File: src/rtl/mxp_pkg.sv
/*
  Package for the repeater MII expansion port: speed encoding, clock divider
  constants and the packed carriers between the repeater core and the port.
  Assumes a single 20 MHz system clock, mclk, runs the whole port.
*/
package mxp_pkg;

  // System clock and MII clock rates, in kHz
  localparam int unsigned SYS_CLK_KHZ = 20000;
  localparam int unsigned MII_FAST_KHZ = 25000;
  localparam int unsigned MII_SLOW_KHZ = 2500;

  // Half periods of the sourced MII clock in mclk cycles, rounded down, at least one
  localparam int unsigned HALF_FAST_RAW = SYS_CLK_KHZ / (2 * MII_FAST_KHZ);
  localparam int unsigned HALF_SLOW_RAW = SYS_CLK_KHZ / (2 * MII_SLOW_KHZ);
  localparam int unsigned HALF_FAST = (HALF_FAST_RAW < 1) ? 1 : HALF_FAST_RAW;
  localparam int unsigned HALF_SLOW = (HALF_SLOW_RAW < 1) ? 1 : HALF_SLOW_RAW;

  localparam int DIV_W = 4;
  localparam logic [DIV_W-1:0] HALF_FAST_CNT = DIV_W'(HALF_FAST - 1);
  localparam logic [DIV_W-1:0] HALF_SLOW_CNT = DIV_W'(HALF_SLOW - 1);
  localparam logic [DIV_W-1:0] DIV_RESET = 4'h0;

  // Speed selection as caught from the strap
  typedef enum logic
  {
    MXP_SPEED_10 = 1'b0,
    MXP_SPEED_100 = 1'b1
  } mxp_speed_e;

  // Strap capture sequencer
  typedef enum logic [1:0]
  {
    MXP_ST_SYNC = 2'b00,
    MXP_ST_FILL = 2'b01,
    MXP_ST_LATCH = 2'b11,
    MXP_ST_RUN = 2'b10
  } mxp_state_e;

  localparam logic [3:0] NIBBLE_ZERO = 4'h0;

  // Repeated receive stream from the repeater core toward the MAC
  typedef struct packed
  {
    logic [3:0] data;
    logic valid;
    logic error;
    logic collision;
    logic carrier;
  } mxp_rx_s;

  // Transmit stream from the MAC toward the repeater core
  typedef struct packed
  {
    logic [3:0] data;
    logic valid;
    logic error;
    logic invalid_symbol;
  } mxp_tx_s;

endpackage : mxp_pkg

File: src/rtl/mxp_port.sv
/*
  MII expansion port of the repeater, device side. Sources the MII receive and
  transmit clocks from mclk, presents repeated data toward the MAC and captures
  the MAC's transmit nibbles. Assumes the core stream is on mclk and that the
  MAC's pins are asynchronous to mclk, so they pass two flip-flops first.
*/
// Functional notes
// - Strap sampled at every reset; high means 100 Mbps, low means 10 Mbps.
// - Receive nibble toward MAC changes on falling edge of sourced receive clock.
// - Receive valid high, synchronous to receive clock, while nibble is valid.
// - Receive error high, synchronous to receive clock, when nibble is invalid.
// - Receive and transmit clocks sourced as 2.5 or 25 MHz outputs; at 20 MHz mclk the fast rate is 10 MHz (mclk / 2).
// - Transmit error honoured only at 100 Mbps; invalid symbols replace data.
// - Transmit nibble captured on rising transmit clock edge while enable high.
// - Collision output high whenever the repeater sees a collision.
// - Carrier sense high while transmitting toward or receiving from this port.
`timescale 1ns/10ps
module mxp_port
(
  // Clock and reset
  input wire logic mclk,
  input wire logic reset_n,
  input wire logic soft_reset,
  // Strap
  input wire logic port_speed_strap,
  // Repeater core side
  input wire mxp_pkg::mxp_rx_s core_rx,
  output mxp_pkg::mxp_tx_s core_tx,
  output mxp_pkg::mxp_speed_e port_speed,
  // MII pins
  output logic port_receive_clock,
  output logic port_transmit_clock,
  output logic [3:0] port_receive_data,
  output logic port_receive_valid,
  output logic port_receive_error,
  output logic port_collision,
  output logic port_carrier_sense,
  input wire logic [3:0] port_transmit_data,
  input wire logic port_transmit_enable,
  input wire logic port_transmit_error
);

  // Two-flop synchronisers for all asynchronous pins
  localparam int SYNC_W = 7;
  logic [SYNC_W-1:0] sync1_reg, sync2_reg, sync1_next, sync2_next;

  // Strap sequencer and speed
  mxp_pkg::mxp_state_e state_reg, state_next;
  mxp_pkg::mxp_speed_e speed_reg, speed_next;

  // Clock divider
  logic [mxp_pkg::DIV_W-1:0] div_reg, div_next;
  logic clk_reg, clk_next;
  logic rise_en, fall_en;

  // Output registers
  mxp_pkg::mxp_rx_s rx_reg, rx_next;
  mxp_pkg::mxp_tx_s tx_reg, tx_next;

  logic [3:0] tx_data_s;
  logic tx_en_s, tx_er_s, strap_s;

  assign tx_data_s = sync2_reg[3:0];
  assign tx_en_s = sync2_reg[4];
  assign tx_er_s = sync2_reg[5];
  assign strap_s = sync2_reg[6];

  always_comb
  begin
    sync1_next = {port_speed_strap, port_transmit_error, port_transmit_enable, port_transmit_data};
    sync2_next = sync1_reg;
  end

  always_ff @(posedge mclk or negedge reset_n)
  begin
    if (!reset_n)
    begin
      sync1_reg <= '0;
      sync2_reg <= '0;
    end
    else
    begin
      sync1_reg <= sync1_next;
      sync2_reg <= sync2_next;
    end
  end

  // Strap is caught after the hardware reset release and after a software reset;
  // SYNC and FILL let both synchroniser stages fill with the true pin level first,
  // since the second stage still holds its reset value one edge after release.
  always_comb
  begin
    state_next = state_reg;
    speed_next = speed_reg;
    case (state_reg)
      mxp_pkg::MXP_ST_SYNC:
        state_next = mxp_pkg::MXP_ST_FILL;
      mxp_pkg::MXP_ST_FILL:
        state_next = mxp_pkg::MXP_ST_LATCH;
      mxp_pkg::MXP_ST_LATCH:
      begin
        speed_next = strap_s ? mxp_pkg::MXP_SPEED_100 : mxp_pkg::MXP_SPEED_10;
        state_next = mxp_pkg::MXP_ST_RUN;
      end
      mxp_pkg::MXP_ST_RUN:
        state_next = mxp_pkg::MXP_ST_RUN;
      default:
        state_next = mxp_pkg::MXP_ST_SYNC;
    endcase
    if (soft_reset)
    begin
      state_next = mxp_pkg::MXP_ST_SYNC;
    end
  end

  always_ff @(posedge mclk or negedge reset_n)
  begin
    if (!reset_n)
    begin
      state_reg <= mxp_pkg::MXP_ST_SYNC;
      speed_reg <= mxp_pkg::MXP_SPEED_10;
    end
    else
    begin
      state_reg <= state_next;
      speed_reg <= speed_next;
    end
  end

  // Clock divider: both MII clocks share one phase. At 20 MHz mclk the fast rate
  // cannot reach 25 MHz; it runs at the highest rate mclk allows (mclk / 2).
  always_comb
  begin
    logic [mxp_pkg::DIV_W-1:0] half;
    half = (speed_reg == mxp_pkg::MXP_SPEED_100) ? mxp_pkg::HALF_FAST_CNT : mxp_pkg::HALF_SLOW_CNT;
    div_next = div_reg;
    clk_next = clk_reg;
    rise_en = 1'b0;
    fall_en = 1'b0;
    if (state_reg != mxp_pkg::MXP_ST_RUN)
    begin
      div_next = mxp_pkg::DIV_RESET;
      clk_next = 1'b0;
    end
    else if (div_reg >= half)
    begin
      div_next = mxp_pkg::DIV_RESET;
      clk_next = ~clk_reg;
      rise_en = ~clk_reg;
      fall_en = clk_reg;
    end
    else
    begin
      div_next = div_reg + 4'h1;
    end
  end

  always_ff @(posedge mclk or negedge reset_n)
  begin
    if (!reset_n)
    begin
      div_reg <= mxp_pkg::DIV_RESET;
      clk_reg <= 1'b0;
    end
    else
    begin
      div_reg <= div_next;
      clk_reg <= clk_next;
    end
  end

  // Receive side: everything toward the MAC changes at the falling edge
  always_comb
  begin
    rx_next = rx_reg;
    if (fall_en)
    begin
      rx_next.data = core_rx.valid ? core_rx.data : mxp_pkg::NIBBLE_ZERO;
      rx_next.valid = core_rx.valid;
      rx_next.error = core_rx.valid & core_rx.error;
      rx_next.collision = core_rx.collision;
      // Carrier covers both directions of this port
      rx_next.carrier = core_rx.carrier | core_rx.valid | tx_en_s;
    end
  end

  // Transmit side: sampled at the rising edge the MAC sees. The pins pass the
  // synchroniser, so this sees the MAC's nibble two mclk cycles late; the MAC
  // launches on the falling edge, which covers that at 10 Mbps; at 100 Mbps each rise takes the nibble launched one clock earlier.
  always_comb
  begin
    tx_next = tx_reg;
    if (rise_en)
    begin
      tx_next.valid = tx_en_s;
      tx_next.data = tx_en_s ? tx_data_s : mxp_pkg::NIBBLE_ZERO;
      tx_next.error = tx_en_s & tx_er_s;
      // Error only counts in 100 Mbps mode; the core then sends invalid code symbols
      tx_next.invalid_symbol = tx_en_s & tx_er_s & (speed_reg == mxp_pkg::MXP_SPEED_100);
    end
  end

  always_ff @(posedge mclk or negedge reset_n)
  begin
    if (!reset_n)
    begin
      rx_reg <= '0;
      tx_reg <= '0;
    end
    else
    begin
      rx_reg <= rx_next;
      tx_reg <= tx_next;
    end
  end

  // An unused port has enable grounded, so tx_reg simply stays idle
  assign port_receive_clock = clk_reg;
  assign port_transmit_clock = clk_reg;
  assign port_receive_data = rx_reg.data;
  assign port_receive_valid = rx_reg.valid;
  assign port_receive_error = rx_reg.error;
  assign port_collision = rx_reg.collision;
  assign port_carrier_sense = rx_reg.carrier;
  assign core_tx = tx_reg;
  assign port_speed = speed_reg;

endmodule : mxp_port

File: config.mk
export PLATFORM = sky130hd
export DESIGN_NAME = mxp_port
export DESIGN_NICKNAME = d
export VERILOG_FILES = /design/src/rtl/mxp_pkg.sv /design/src/rtl/mxp_port.sv
export SDC_FILE = /design/constraint.sdc
export NUM_CORES = 1
export LEC_CHECK = 0
export BUFFER_PORTS_ARGS = -buffer_cell sky130_fd_sc_hd__buf_2
export CORE_MARGIN = 1.5
export CORE_UTILIZATION = 40
export CTS_BUF_LIST = sky130_fd_sc_hd__clkbuf_8
export DETAILED_ROUTE_END_ITERATION = 7
export HOLD_SLACK_MARGIN = 0.02
export PLACE_DENSITY_LB_ADDON = 0.12
export SYNTH_ARGS = -nofsm -noshare
export SYNTH_HDL_FRONTEND = slang
export SYNTH_SLANG_ARGS = --single-unit
export TNS_END_PERCENT = 100
File: constraint.sdc
create_clock -name mclk -period 2.2 [get_ports mclk]
set_clock_uncertainty 0.2 [all_clocks]
set_input_delay 0 -clock mclk [delete_from_list [all_inputs] [get_ports mclk]]
set_output_delay 0 -clock mclk [all_outputs]
set_load 0.005 [all_outputs]
Yosys cells after proc, flatten, opt, wreduce, memory -nomap -nowiden --
Cells that the tools add are included.
Operators by class: magnitude comparators 1, reductions and logical operators 3, $add $sub $neg 1, bitwise logic cells 6, mux-type cells 14, eq/ne operators 4
Operators with widths (count):
- $mux W4 | 4
- $mux W1 | 7
- $pmux W2 S3 | 1
- $add A4 B1 Y4 const B | 1
- $eq A2 B2 Y1 const B | 2
- $ge A4 B2 Y1 | 1
- $mux W2 | 2
- $and A1 B1 Y1 | 3
- $eq A2 B1 Y1 const B | 1
- $logic_not A2 Y1 | 1
- $ne A2 B2 Y1 const B | 1
- $or A1 B1 Y1 | 2
- $reduce_bool A2 Y1 | 1
- $reduce_or A2 Y1 | 1
- $not A1 Y1 | 1
Word-level totals: bits in registers 37, output and inout port bits 18, input bits 18

Depth between registers and ports, before layout --
Gate-level depths: netlist of the first run.
word-level depth 4, gate-level depth with buffers 7

Least setup slack after synthesis of the first run --
OpenSTA, ideal clock, no wires.
kind register to register, start point register speed_reg, in the netlist port_speed, end point register tx_reg, in the netlist core_tx[0], required time 1875 ps, setup time 125 ps, path slack 164 ps, arrival time 1711 ps, stages on the path, launching flop included 8, cells stage by stage dfrtp_1 -> inv_1 -> ha_1 -> nand2b_1 -> a21boi_4 -> or3_1 -> buf_6 -> mux2_4
Between the ends: cells in the longest elaborated chain, start to end 4
Ends and longest elaborated chain:
- start: declaration | RTL line mxp_port.sv:49 | mxp_pkg::mxp_speed_e speed_reg, speed_next;
- start signal: assignment | RTL line mxp_port.sv:121 | speed_reg <= mxp_pkg::MXP_SPEED_10;
- start signal: assignment | RTL line mxp_port.sv:126 | speed_reg <= speed_next;
- $mux W2 | RTL line mxp_port.sv:135 | half = (speed_reg == mxp_pkg::MXP_SPEED_100) ? mxp_pkg::HALF_FAST_CNT : mxp_pkg::HALF_SLOW_CNT;
- $ge A4 B2 Y1 | RTL line mxp_port.sv:145 | else if (div_reg >= half)
- $mux W1 | RTL line mxp_port.sv:145
- $mux W1 | RTL line mxp_port.sv:140 | if (state_reg != mxp_pkg::MXP_ST_RUN)
- end signal: assignment | RTL line mxp_port.sv:213 | tx_reg <= tx_next;
- end: declaration | RTL line mxp_port.sv:58 | mxp_pkg::mxp_tx_s tx_reg, tx_next;
Parallel ways exist; a longest one is shown, timed or not. A chain may end at the register's enable or synchronous reset.

Final worst setup path of the first run --
Ends and elaborated chain as after synthesis.

==> results of run 1 <==
==> cells in the mapped netlist, types with 2 or more instances <==
master     n  area, um^2
nor2_1     5        18.8
nor3_1     4        20.0
nand4_1    5        31.3
ha_1       3        37.5
nand2_1    7        26.3
mux2i_1    5        50.1
o21ai_0   12        60.1
inv_1      7        26.3
mux2_2     3        33.8
nand2b_1   2        12.5
mux2_4     2        30.0
dfrtp_1   37         926
==> critical path, delay by kind of cell (launching register included) <==
family / cells / cell delay, ns
AND/OR/NAND/NOR: 2 / 0.60
buffers and inverters: 1 / 0.07
adder cells (fa/ha/maj): 1 / 0.27
AO/OA/AOI/OAI: 1 / 0.07
multiplexers: 1 / 0.32
flip-flops: 1 / 0.39
==> final timing paths <==
| check | slack [ns] | start | end |
|---|---|---|---|
| max | 0.17 | port_speed | core_tx[0] |
| min | 0.14 | reset_n | core_tx[4] |
| max reg2reg | 0.17 | port_speed | core_tx[0] |
| min reg2reg | 0.15 | sync1_reg[2] | sync2_reg[2] |
| max in group asynchronous | 1.16 | reset_n | div_reg[1] |
| min in group mclk | 0.15 | port_transmit_data[3] | sync1_reg[3] |
==> through the flow <==
stage	cells	cell area [um^2]	hold slack, ns	utilization
2_1_floorplan	103	1360	-0.496	-
3_3_place_gp	183	1590	-0.0916	0.480
3_5_place_dp	183	1590	-0.0907	0.480
4_1_cts	214	1960	0.140	0.591
5_1_grt	214	1960	0.150	0.591
6_report	214	1960	0.144	0.591
==> cell families after synthesis <==
family          count (synthesis)  synth area share
fa+ha+maj                       3            0.0275
mux                            10            0.0835
xor+xnor                        1           0.00642
compound gates                 15            0.0706
other cells                     1           0.00275
simple gates                   26            0.0945
flops                          37             0.679
buf+inv                        10            0.0358
==> repair_timing <==
| action | in CTS | in global routing |
|---|---|---|
| buffers inserted | 0 | 0 |
| resized for setup | 0 | 0 |
| hold endpoints to repair | 54 | 0 |
| hold buffers | 23 | 0 |
==> power groups by stage <==
stage	Clock [mW]	Combinational, mW	Sequential [mW]
finish	0.697	0.378	0.878
global route	0.751	0.437	0.900
CTS	0.718	0.384	0.881
detailed placement	0	0.357	0.894
global placement	0	0.347	0.889
floorplan	0	0.166	0.901
==> layer usage <==
| metal | wire (um) | vias up | global-route usage |
|---|---|---|---|
| met5 | 0 | - | 0 |
| met3 | 120 | 2 | 0.0630 |
| li1 | - | 475 | - |
| met4 | 12 | 0 | 0.0578 |
| met1 | 1160 | 488 | 0.182 |
| met2 | 1390 | 23 | 0.269 |
==> final cells by class <==
class	count	area share
Clock buffer	5	0.0352
Timing Repair Buffer	60	0.215
Sequential cell	37	0.473
Inverter	7	0.0134
Clock inverter	3	0.0352
Multi-Input combinational cell	56	0.199
Tap cell	46	0.0294
==> key figures, run 1 <==
Layout
  – Nets: between 150 and 200
  – Antenna cell count: 0
  – Sequential Area: 926 um^2
  – Area of the multi-input gates: 389 um^2
  – Synth-to-layout area growth: 43.5%
  – Share of post-route cells with drive strength above 1: 0.310
  – Most common cell after layout, fill and taps aside: dfrtp_1
  – Most frequent cells in the layout: dfrtp_1 (37), buf_2 (35), dlygate4sd3_1 (23)
  – FILL cells: 297

Floorplan
  – Initial core utilization: 0.412
  – Die area: roughly 3800 um^2
  – Core area: roughly 3300 um^2
  – Row count: 21
  – I/O pins: 36
  – DIE WIDTH: 61.4 um
  – Die height: 61.4 um

STA
  – Hold Vio Cnt, Final: 0
  – Tightest Pin Transition: 0.779 ns
  – Highest clock rate: 492 MHz
  – Tmin final: about 2 ns
  – Final setup violation count: 0
  – Slew headroom: 0.480
  – Final Max Tran Viols: 0
  – Setup ws final: 0.166 ns
  – RSZ-0062 raised after global routing: false
  – Post-route clock period utilization: 0.925
  – Setup total negative slack: 0 ns

Critical path
  – Worst Reg-to-Reg Cells: 6
  – CP arrival: 2.01 ns
  – Crit path largest cell delay: 0.43 ns
  – Startpoint Class: register
  – Slowest-stage cell, CP: or3_1
  – Crit path cell chain: inv_1, ha_1, nand2b_1, a21boi_4, or3_1, mux2_4
  – Required @ worst endpoint: 2.17 ns
  – CP Capture Type: register
  – Crit-path max FO: 4
  – Worst setup path class: register to register

Power
  – Reg power frac: 0.450
  – P_sw: 0.480 mW
  – P_int: 1.47 mW
  – VDD IR max: 499 uV
  – Comb power frac: 0.193
  – Tot Pwr: 1.95 mW
  – Switching power share of the total: 0.246
  – PwrDens: 998 nW/um^2
  – Clock power share: 0.357
  – Leakage: 0.959 nW

Clocking
  – Worst-path clk slew: 0.08 ns
  – Maximum buffer depth of the clock tree: 2
  – Clock latency on the worst-skew pair: between 0.2 and 0.3 ns
  – Clock buffer count from CTS: 5
  – CTS H-tree lvls: 2
  – Root Driver: clkbuf_8
  – CTS tree: done
  – # clock sinks: 37

Placed design
  – IO buf count: 35
  – Pre-CTS setup slack: 0.154 ns
  – GP Congestion: 0.688
  – Detailed placement HPWL: about 1600 um

Routing
  – DRT Pass-1 Iters: 4
  – Number of vias per cell: 4.62
  – Initial drt markers: 37
  – Final wirelength: ~2700 um
  – Residual DRC: 0
  – WL/cell: 12.5 um
  – Antenna-violating nets left: 0
  – DR vias: between 900 and 1000

GRT
  – Overall global routing resource usage: 0.159
  – Global-route wire length before repair: 4230 um
  – Gr ovfl total: 0
  – Number of antenna violations at the first check in global routing: 0
  – Pin count of the biggest net entering global routing: 38
  – Vias in the first global route: 953

Synth
  – Post-Synthesis Cells: ~100
  – Netlist cell types: 23
  – Number of synthesized flops with an enable pin: 0
  – Most used DFF post-synth: dfrtp_1
  – Syn_nets: between 100 and 150
  – Number of synthesis warnings: 0
  – Seq/Total Area, Yosys: 0.679
  – Synth Cell Area: 1360 um^2
  – Syn Area/Cell: 13.2 um^2
  – Synth Register Bits: 37
  – Async SR Flop Fraction: 1.00

Hold path
  – Hold Path Class: input port to asynchronous set/reset pin

Run
  – Max Cap Viol: 0

Run status
  – Status: completed
Note: power is estimated with default switching activity, not from simulation.
==> inputs of run 2 (changes only) <==
- RECOVER_POWER: unset -> 50
- REMOVE_ABC_BUFFERS: unset -> 1
- SETUP_SLACK_MARGIN: unset -> 0.02
==> key figures, run 2 (synthesis gave the netlist of run 1 again) <==
Clocking
  – Clock latency on the worst-skew pair: 0.28 ns
  – Root Driver: clkbuf_8
  – Clock buffer count from CTS: 5
  – CTS H-tree lvls: 2
  – # clock sinks: 37
  – Worst-path clk slew: 0.06 ns
  – Maximum buffer depth of the clock tree: 2
  – CTS tree: done
  – Setup Fix Bufs, Post-CTS: 0

Run status
  – Status: completed

Critical path
  – Crit path largest cell delay: 0.39 ns
  – Reg-to-reg slack, setup: 0.17 ns
  – Crit path cell chain: inv_1, ha_1, nand2b_1, a21boi_4, buf_4, nor2_1, mux2_2
  – Crit-path max FO: 14
  – Slowest-stage cell, CP: dfrtp_1
  – Crit Reg-Reg Endpoint: port_collision
  – Critical Path Source: port_speed
  – Required @ worst endpoint: about 2.2 ns
  – Crit path to: port_collision
  – Worst setup path class: register to register
  – Delay-heaviest family, CP: flip-flops
  – Startpoint Class: register
  – Worst Reg-to-Reg Cells: 7
  – CP arrival: 2.00 ns
  – Stages on worst setup path: 7
  – Worst r2r src: port_speed
  – CP Capture Type: register
  – WP buf/inv: 2

Power
  – PwrDens: 881 nW/um^2
  – Leakage: slightly above 0.9 nW
  – VDD IR max: 439 uV

Routing
  – DRT Pass-1 Iters: 4
  – Initial drt markers: 49
  – Residual DRC: 0
  – Number of vias per cell: 4.53
  – Antenna-violating nets left: 0
  – WL/cell: 12.2 um
  – Final wirelength: ~2600 um
  – DR vias: 969

STA
  – Setup total negative slack: 0 ns
  – Final Max Tran Viols: 0
  – Hold Vio Cnt, Final: 0
  – Highest clock rate: 492 MHz
  – Tightest Pin Transition: about 0.86 ns
  – WHS: 0.148 ns
  – RSZ-0062 raised after global routing: false
  – Tmin final: 2.03 ns
  – Slew headroom: 0.429
  – Setup ws final: 0.167 ns
  – Final setup violation count: 0
  – Post-route clock period utilization: 0.924

Floorplan
  – Die area: 3770 um^2
  – DIE WIDTH: 61.4 um
  – I/O pins: 36
  – Initial core utilization: 0.412
  – Die height: just over 60 um
  – Row count: 21
  – Core area: 3310 um^2

GRT
  – Pin count of the biggest net entering global routing: 38
  – Overall global routing resource usage: 0.161
  – Vias in the first global route: 925
  – Gr ovfl total: 0
  – Global-route wire length before repair: about 4200 um
  – Number of antenna violations at the first check in global routing: 0

Placed design
  – GP Congestion: 0.678
  – Post-Place Cells: 183
  – Detailed placement HPWL: 1660 um
  – Pre-CTS setup slack: 0.0977 ns
  – IO buf count: 35

Layout
  – Layout Cells excl Fill: 214
  – Most frequent cells in the layout: dfrtp_1 (37), dlygate4sd3_1 (23), buf_2 (22)
  – Antenna cell count: 0
  – Share of post-route cells with drive strength above 1: 0.226
  – FILL cells: 318
  – Fin util: 0.571
  – Synth-to-layout area growth: 38.5%
  – Nets: 188
  – Most common cell after layout, fill and taps aside: dfrtp_1

Run
  – Max Cap Viol: 0

Hold path
  – Hold Path Class: register to register
-- run 2: changes by cell type in the layout (fill, tap and decap cells not counted) --
cell,before,now
clkbuf_2,0,1
buf_2,35,22
or3_4,0,1
bufinv_16,2,0
or3_1,1,0
clkbuf_1,0,12
inv_6,1,0
inv_1,7,10
-- run 2: what timing repair did --
action	CTS	global route
setup endpoints to repair	0	6
endpoints found under the hold margin	54	0
hold buffers	23	0
gates resized for setup	0	1
-- run 2: power by group --
group	switching, mW	total, mW	internal [mW]	leakage (nW)
clock network	0.207	0.417	0.210	0.0519
registers	0.0736	0.887	0.814	0.449
logic	0.173	0.360	0.187	0.405
-- run 2: how the worst min path moves through the flow --
stage,from,to,slack [ns],cells past startpoint
final,sync1_reg[4],sync2_reg[4],0.15,0
after global placement,port_transmit_data[0],sync1_reg[0],-0.09,1
after CTS,port_transmit_error,sync1_reg[5],0.15,2
after floorplan,reset_n,core_tx[0],-0.50,0
after detailed placement,port_transmit_data[1],sync1_reg[1],-0.09,1
after global routing,sync1_reg[6],sync2_reg[6],0.16,0
-- run 2: area by class of cell --
type / count / area [um^2] / area share
Clock buffer: 5 / 68.8 / 0.0364
Timing Repair Buffer: 60 / 405 / 0.215
Sequential cell: 37 / 926 / 0.490
Tap cell: 46 / 57.6 / 0.0305
Inverter: 7 / 26.3 / 0.0139
Clock inverter: 3 / 11.3 / 0.00596
Multi-Input combinational cell: 56 / 394 / 0.209
-- run 2: stage by stage --
step                power [mW]  area [um^2]
global route              1.79         1890
global placement          1.24         1590
finish                    1.66         1890
detailed placement        1.25         1590
CTS                       1.70         1900
floorplan                 1.06         1340
-- run 2: routing by layer --
layer	part of all wire	vias to the layer above	global-route usage
met5	0	-	0
met4	0.021	0	0.0821
met3	0.046	8	0.0588
met2	0.49	20	0.246
met1	0.44	468	0.202
li1	-	473	-
==> inputs of run 3 (changes only) <==
- REMOVE_ABC_BUFFERS: 1 -> unset
==> key figures, run 3 (synthesis gave the netlist of run 1 again) <==
Critical path
  – Crit-path max FO: 4
  – Worst setup path class: register to register
  – CP arrival: 2.01 ns
  – Crit path cell chain: inv_1, ha_1, nand2b_1, a21boi_4, or3_1, mux2_4
  – Required @ worst endpoint: ~2.2 ns
  – Reg-to-reg slack, setup: 0.16 ns
  – WP buf/inv: 1
  – Crit Reg-Reg Endpoint: core_tx[0]
  – Crit path largest cell delay: between 0.4 and 0.5 ns
  – CP Capture Type: register
  – Startpoint Class: register
  – Slowest-stage cell, CP: or3_1
  – Delay-heaviest family, CP: simple AND/OR/NAND/NOR gates
  – Worst r2r src: port_speed
  – Worst Reg-to-Reg Cells: 6

GRT
  – Vias in the first global route: 953
  – Gr ovfl total: 0
  – Overall global routing resource usage: 0.159
  – Pin count of the biggest net entering global routing: 38
  – Number of antenna violations at the first check in global routing: 0
  – Global-route wire length before repair: around 4200 um

Placed design
  – Pre-CTS setup slack: 0.154 ns
  – Detailed placement HPWL: approximately 1600 um
  – GP Congestion: 0.688
  – IO buf count: 35

Clocking
  – # clock sinks: 37
  – Root Driver: clkbuf_8
  – Clock latency on the worst-skew pair: 0.29 ns
  – Clock buffer count from CTS: 5
  – Maximum buffer depth of the clock tree: 2
  – CTS H-tree lvls: 2
  – Worst-path clk slew: 0.08 ns
  – CTS resizes: 0
  – CTS tree: done

Routing
  – WL/cell: 12.5 um
  – Antenna-violating nets left: 0
  – Final wirelength: about 2700 um
  – Initial drt markers: 31
  – DR vias: 986
  – Residual DRC: 0
  – Number of vias per cell: 4.61
  – DRT Pass-1 Iters: 4

Floorplan
  – Initial core utilization: 0.412
  – Core area: 3310 um^2
  – Row count: 21
  – Die height: 61.4 um
  – I/O pins: 36
  – DIE WIDTH: about 61 um
  – Die area: approximately 3800 um^2

STA
  – Setup total negative slack: 0 ns
  – Post-route clock period utilization: 0.926
  – Final Max Tran Viols: 0
  – RSZ-0062 raised after global routing: false
  – Tmin final: 2.04 ns
  – WHS: 0.148 ns
  – Hold Vio Cnt, Final: 0
  – Setup ws final: between 0.15 and 0.2 ns
  – Highest clock rate: 491 MHz
  – Slew headroom: 0.422
  – Final setup violation count: 0
  – Tightest Pin Transition: ~0.87 ns

Run
  – Max Cap Viol: 0

Power
  – Leakage: approximately 0.92 nW
  – PwrDens: ~1000 nW/um^2
  – VDD IR max: 500 uV
  – Tot Pwr: ~1.9 mW

Layout
  – Nets: 188
  – Antenna cell count: 0
  – Most frequent cells in the layout: dfrtp_1 (37), dlygate4sd3_1 (23), buf_2 (21)
  – Synth-to-layout area growth: 42.3%
  – Share of post-route cells with drive strength above 1: 0.232
  – Most common cell after layout, fill and taps aside: dfrtp_1

Hold path
  – Hold_sp: port_transmit_data[3]
  – Worst Hold Endpoint: sync1_reg[3]
  – Hold Path Stages: 2
  – Hold Path Class: input port to register

Run status
  – Status: completed
## run 3: cell count changes in the layout (fill, tap and decap cells not counted), sizes merged
cell,previous run,this run
clkbuf,18,19
bufinv,0,2
inv,10,8
buf,24,23
## run 3: worst max-delay path by stage
| stage | startpoint | slack (ns) | depth (start not counted) | endpoint |
|---|---|---|---|---|
| floorplan | port_speed | 0.16 | 7 | core_tx[0] |
| global placement | port_speed | 0.23 | 6 | core_tx[2] |
| detailed placement | port_speed | 0.15 | 7 | core_tx[6] |
| CTS | port_speed | 0.14 | 7 | core_tx[1] |
| global route | port_speed | 0.03 | 7 | core_tx[5] |
| finish | port_speed | 0.16 | 6 | core_tx[0] |
## run 3: final cells by class
cell class,instances,area [um^2]
multi-input cells,56,389
repair buffers,60,404
fillers,302,1370
clock inverters,3,68.8
well taps,46,57.6
flip-flops and latches,37,926
inverters,7,26.3
clock buffers,5,68.8
## run 3: what timing repair did
action | CTS | global route
hold endpoints to repair | 54 | 0
hold buffers | 23 | 0
buffers inserted | 0 | 0
## run 3: per-layer routing
layer	track usage	up-vias	part of all wire
li1	-	477	-
met1	0.182	482	0.44
met2	0.269	25	0.51
met3	0.0630	2	0.045
met4	0.0578	0	0.0045
met5	0	-	0
## run 3: worst reg2reg max path, stage by stage, from the launching register on
cell      delay (ns)
dfrtp_1         0.39
inv_1           0.08
ha_1            0.27
nand2b_1        0.17
a21boi_4        0.07
or3_1           0.44
mux2_4          0.32
## run 3: metrics by stage
stage | util | cell area, um^2 | std cells
5_1_grt | 0.586 | 1940 | 214
4_1_cts | 0.591 | 1960 | 214
3_5_place_dp | 0.480 | 1590 | 183
3_3_place_gp | 0.480 | 1590 | 183
2_1_floorplan | - | 1360 | 103
6_report | 0.586 | 1940 | 214
## run 3: power by group
part,leakage [nW],internal [mW],switching (mW)
registers,0.449,0.812,0.0687
clock network,0.0687,0.456,0.241
logic,0.401,0.182,0.173
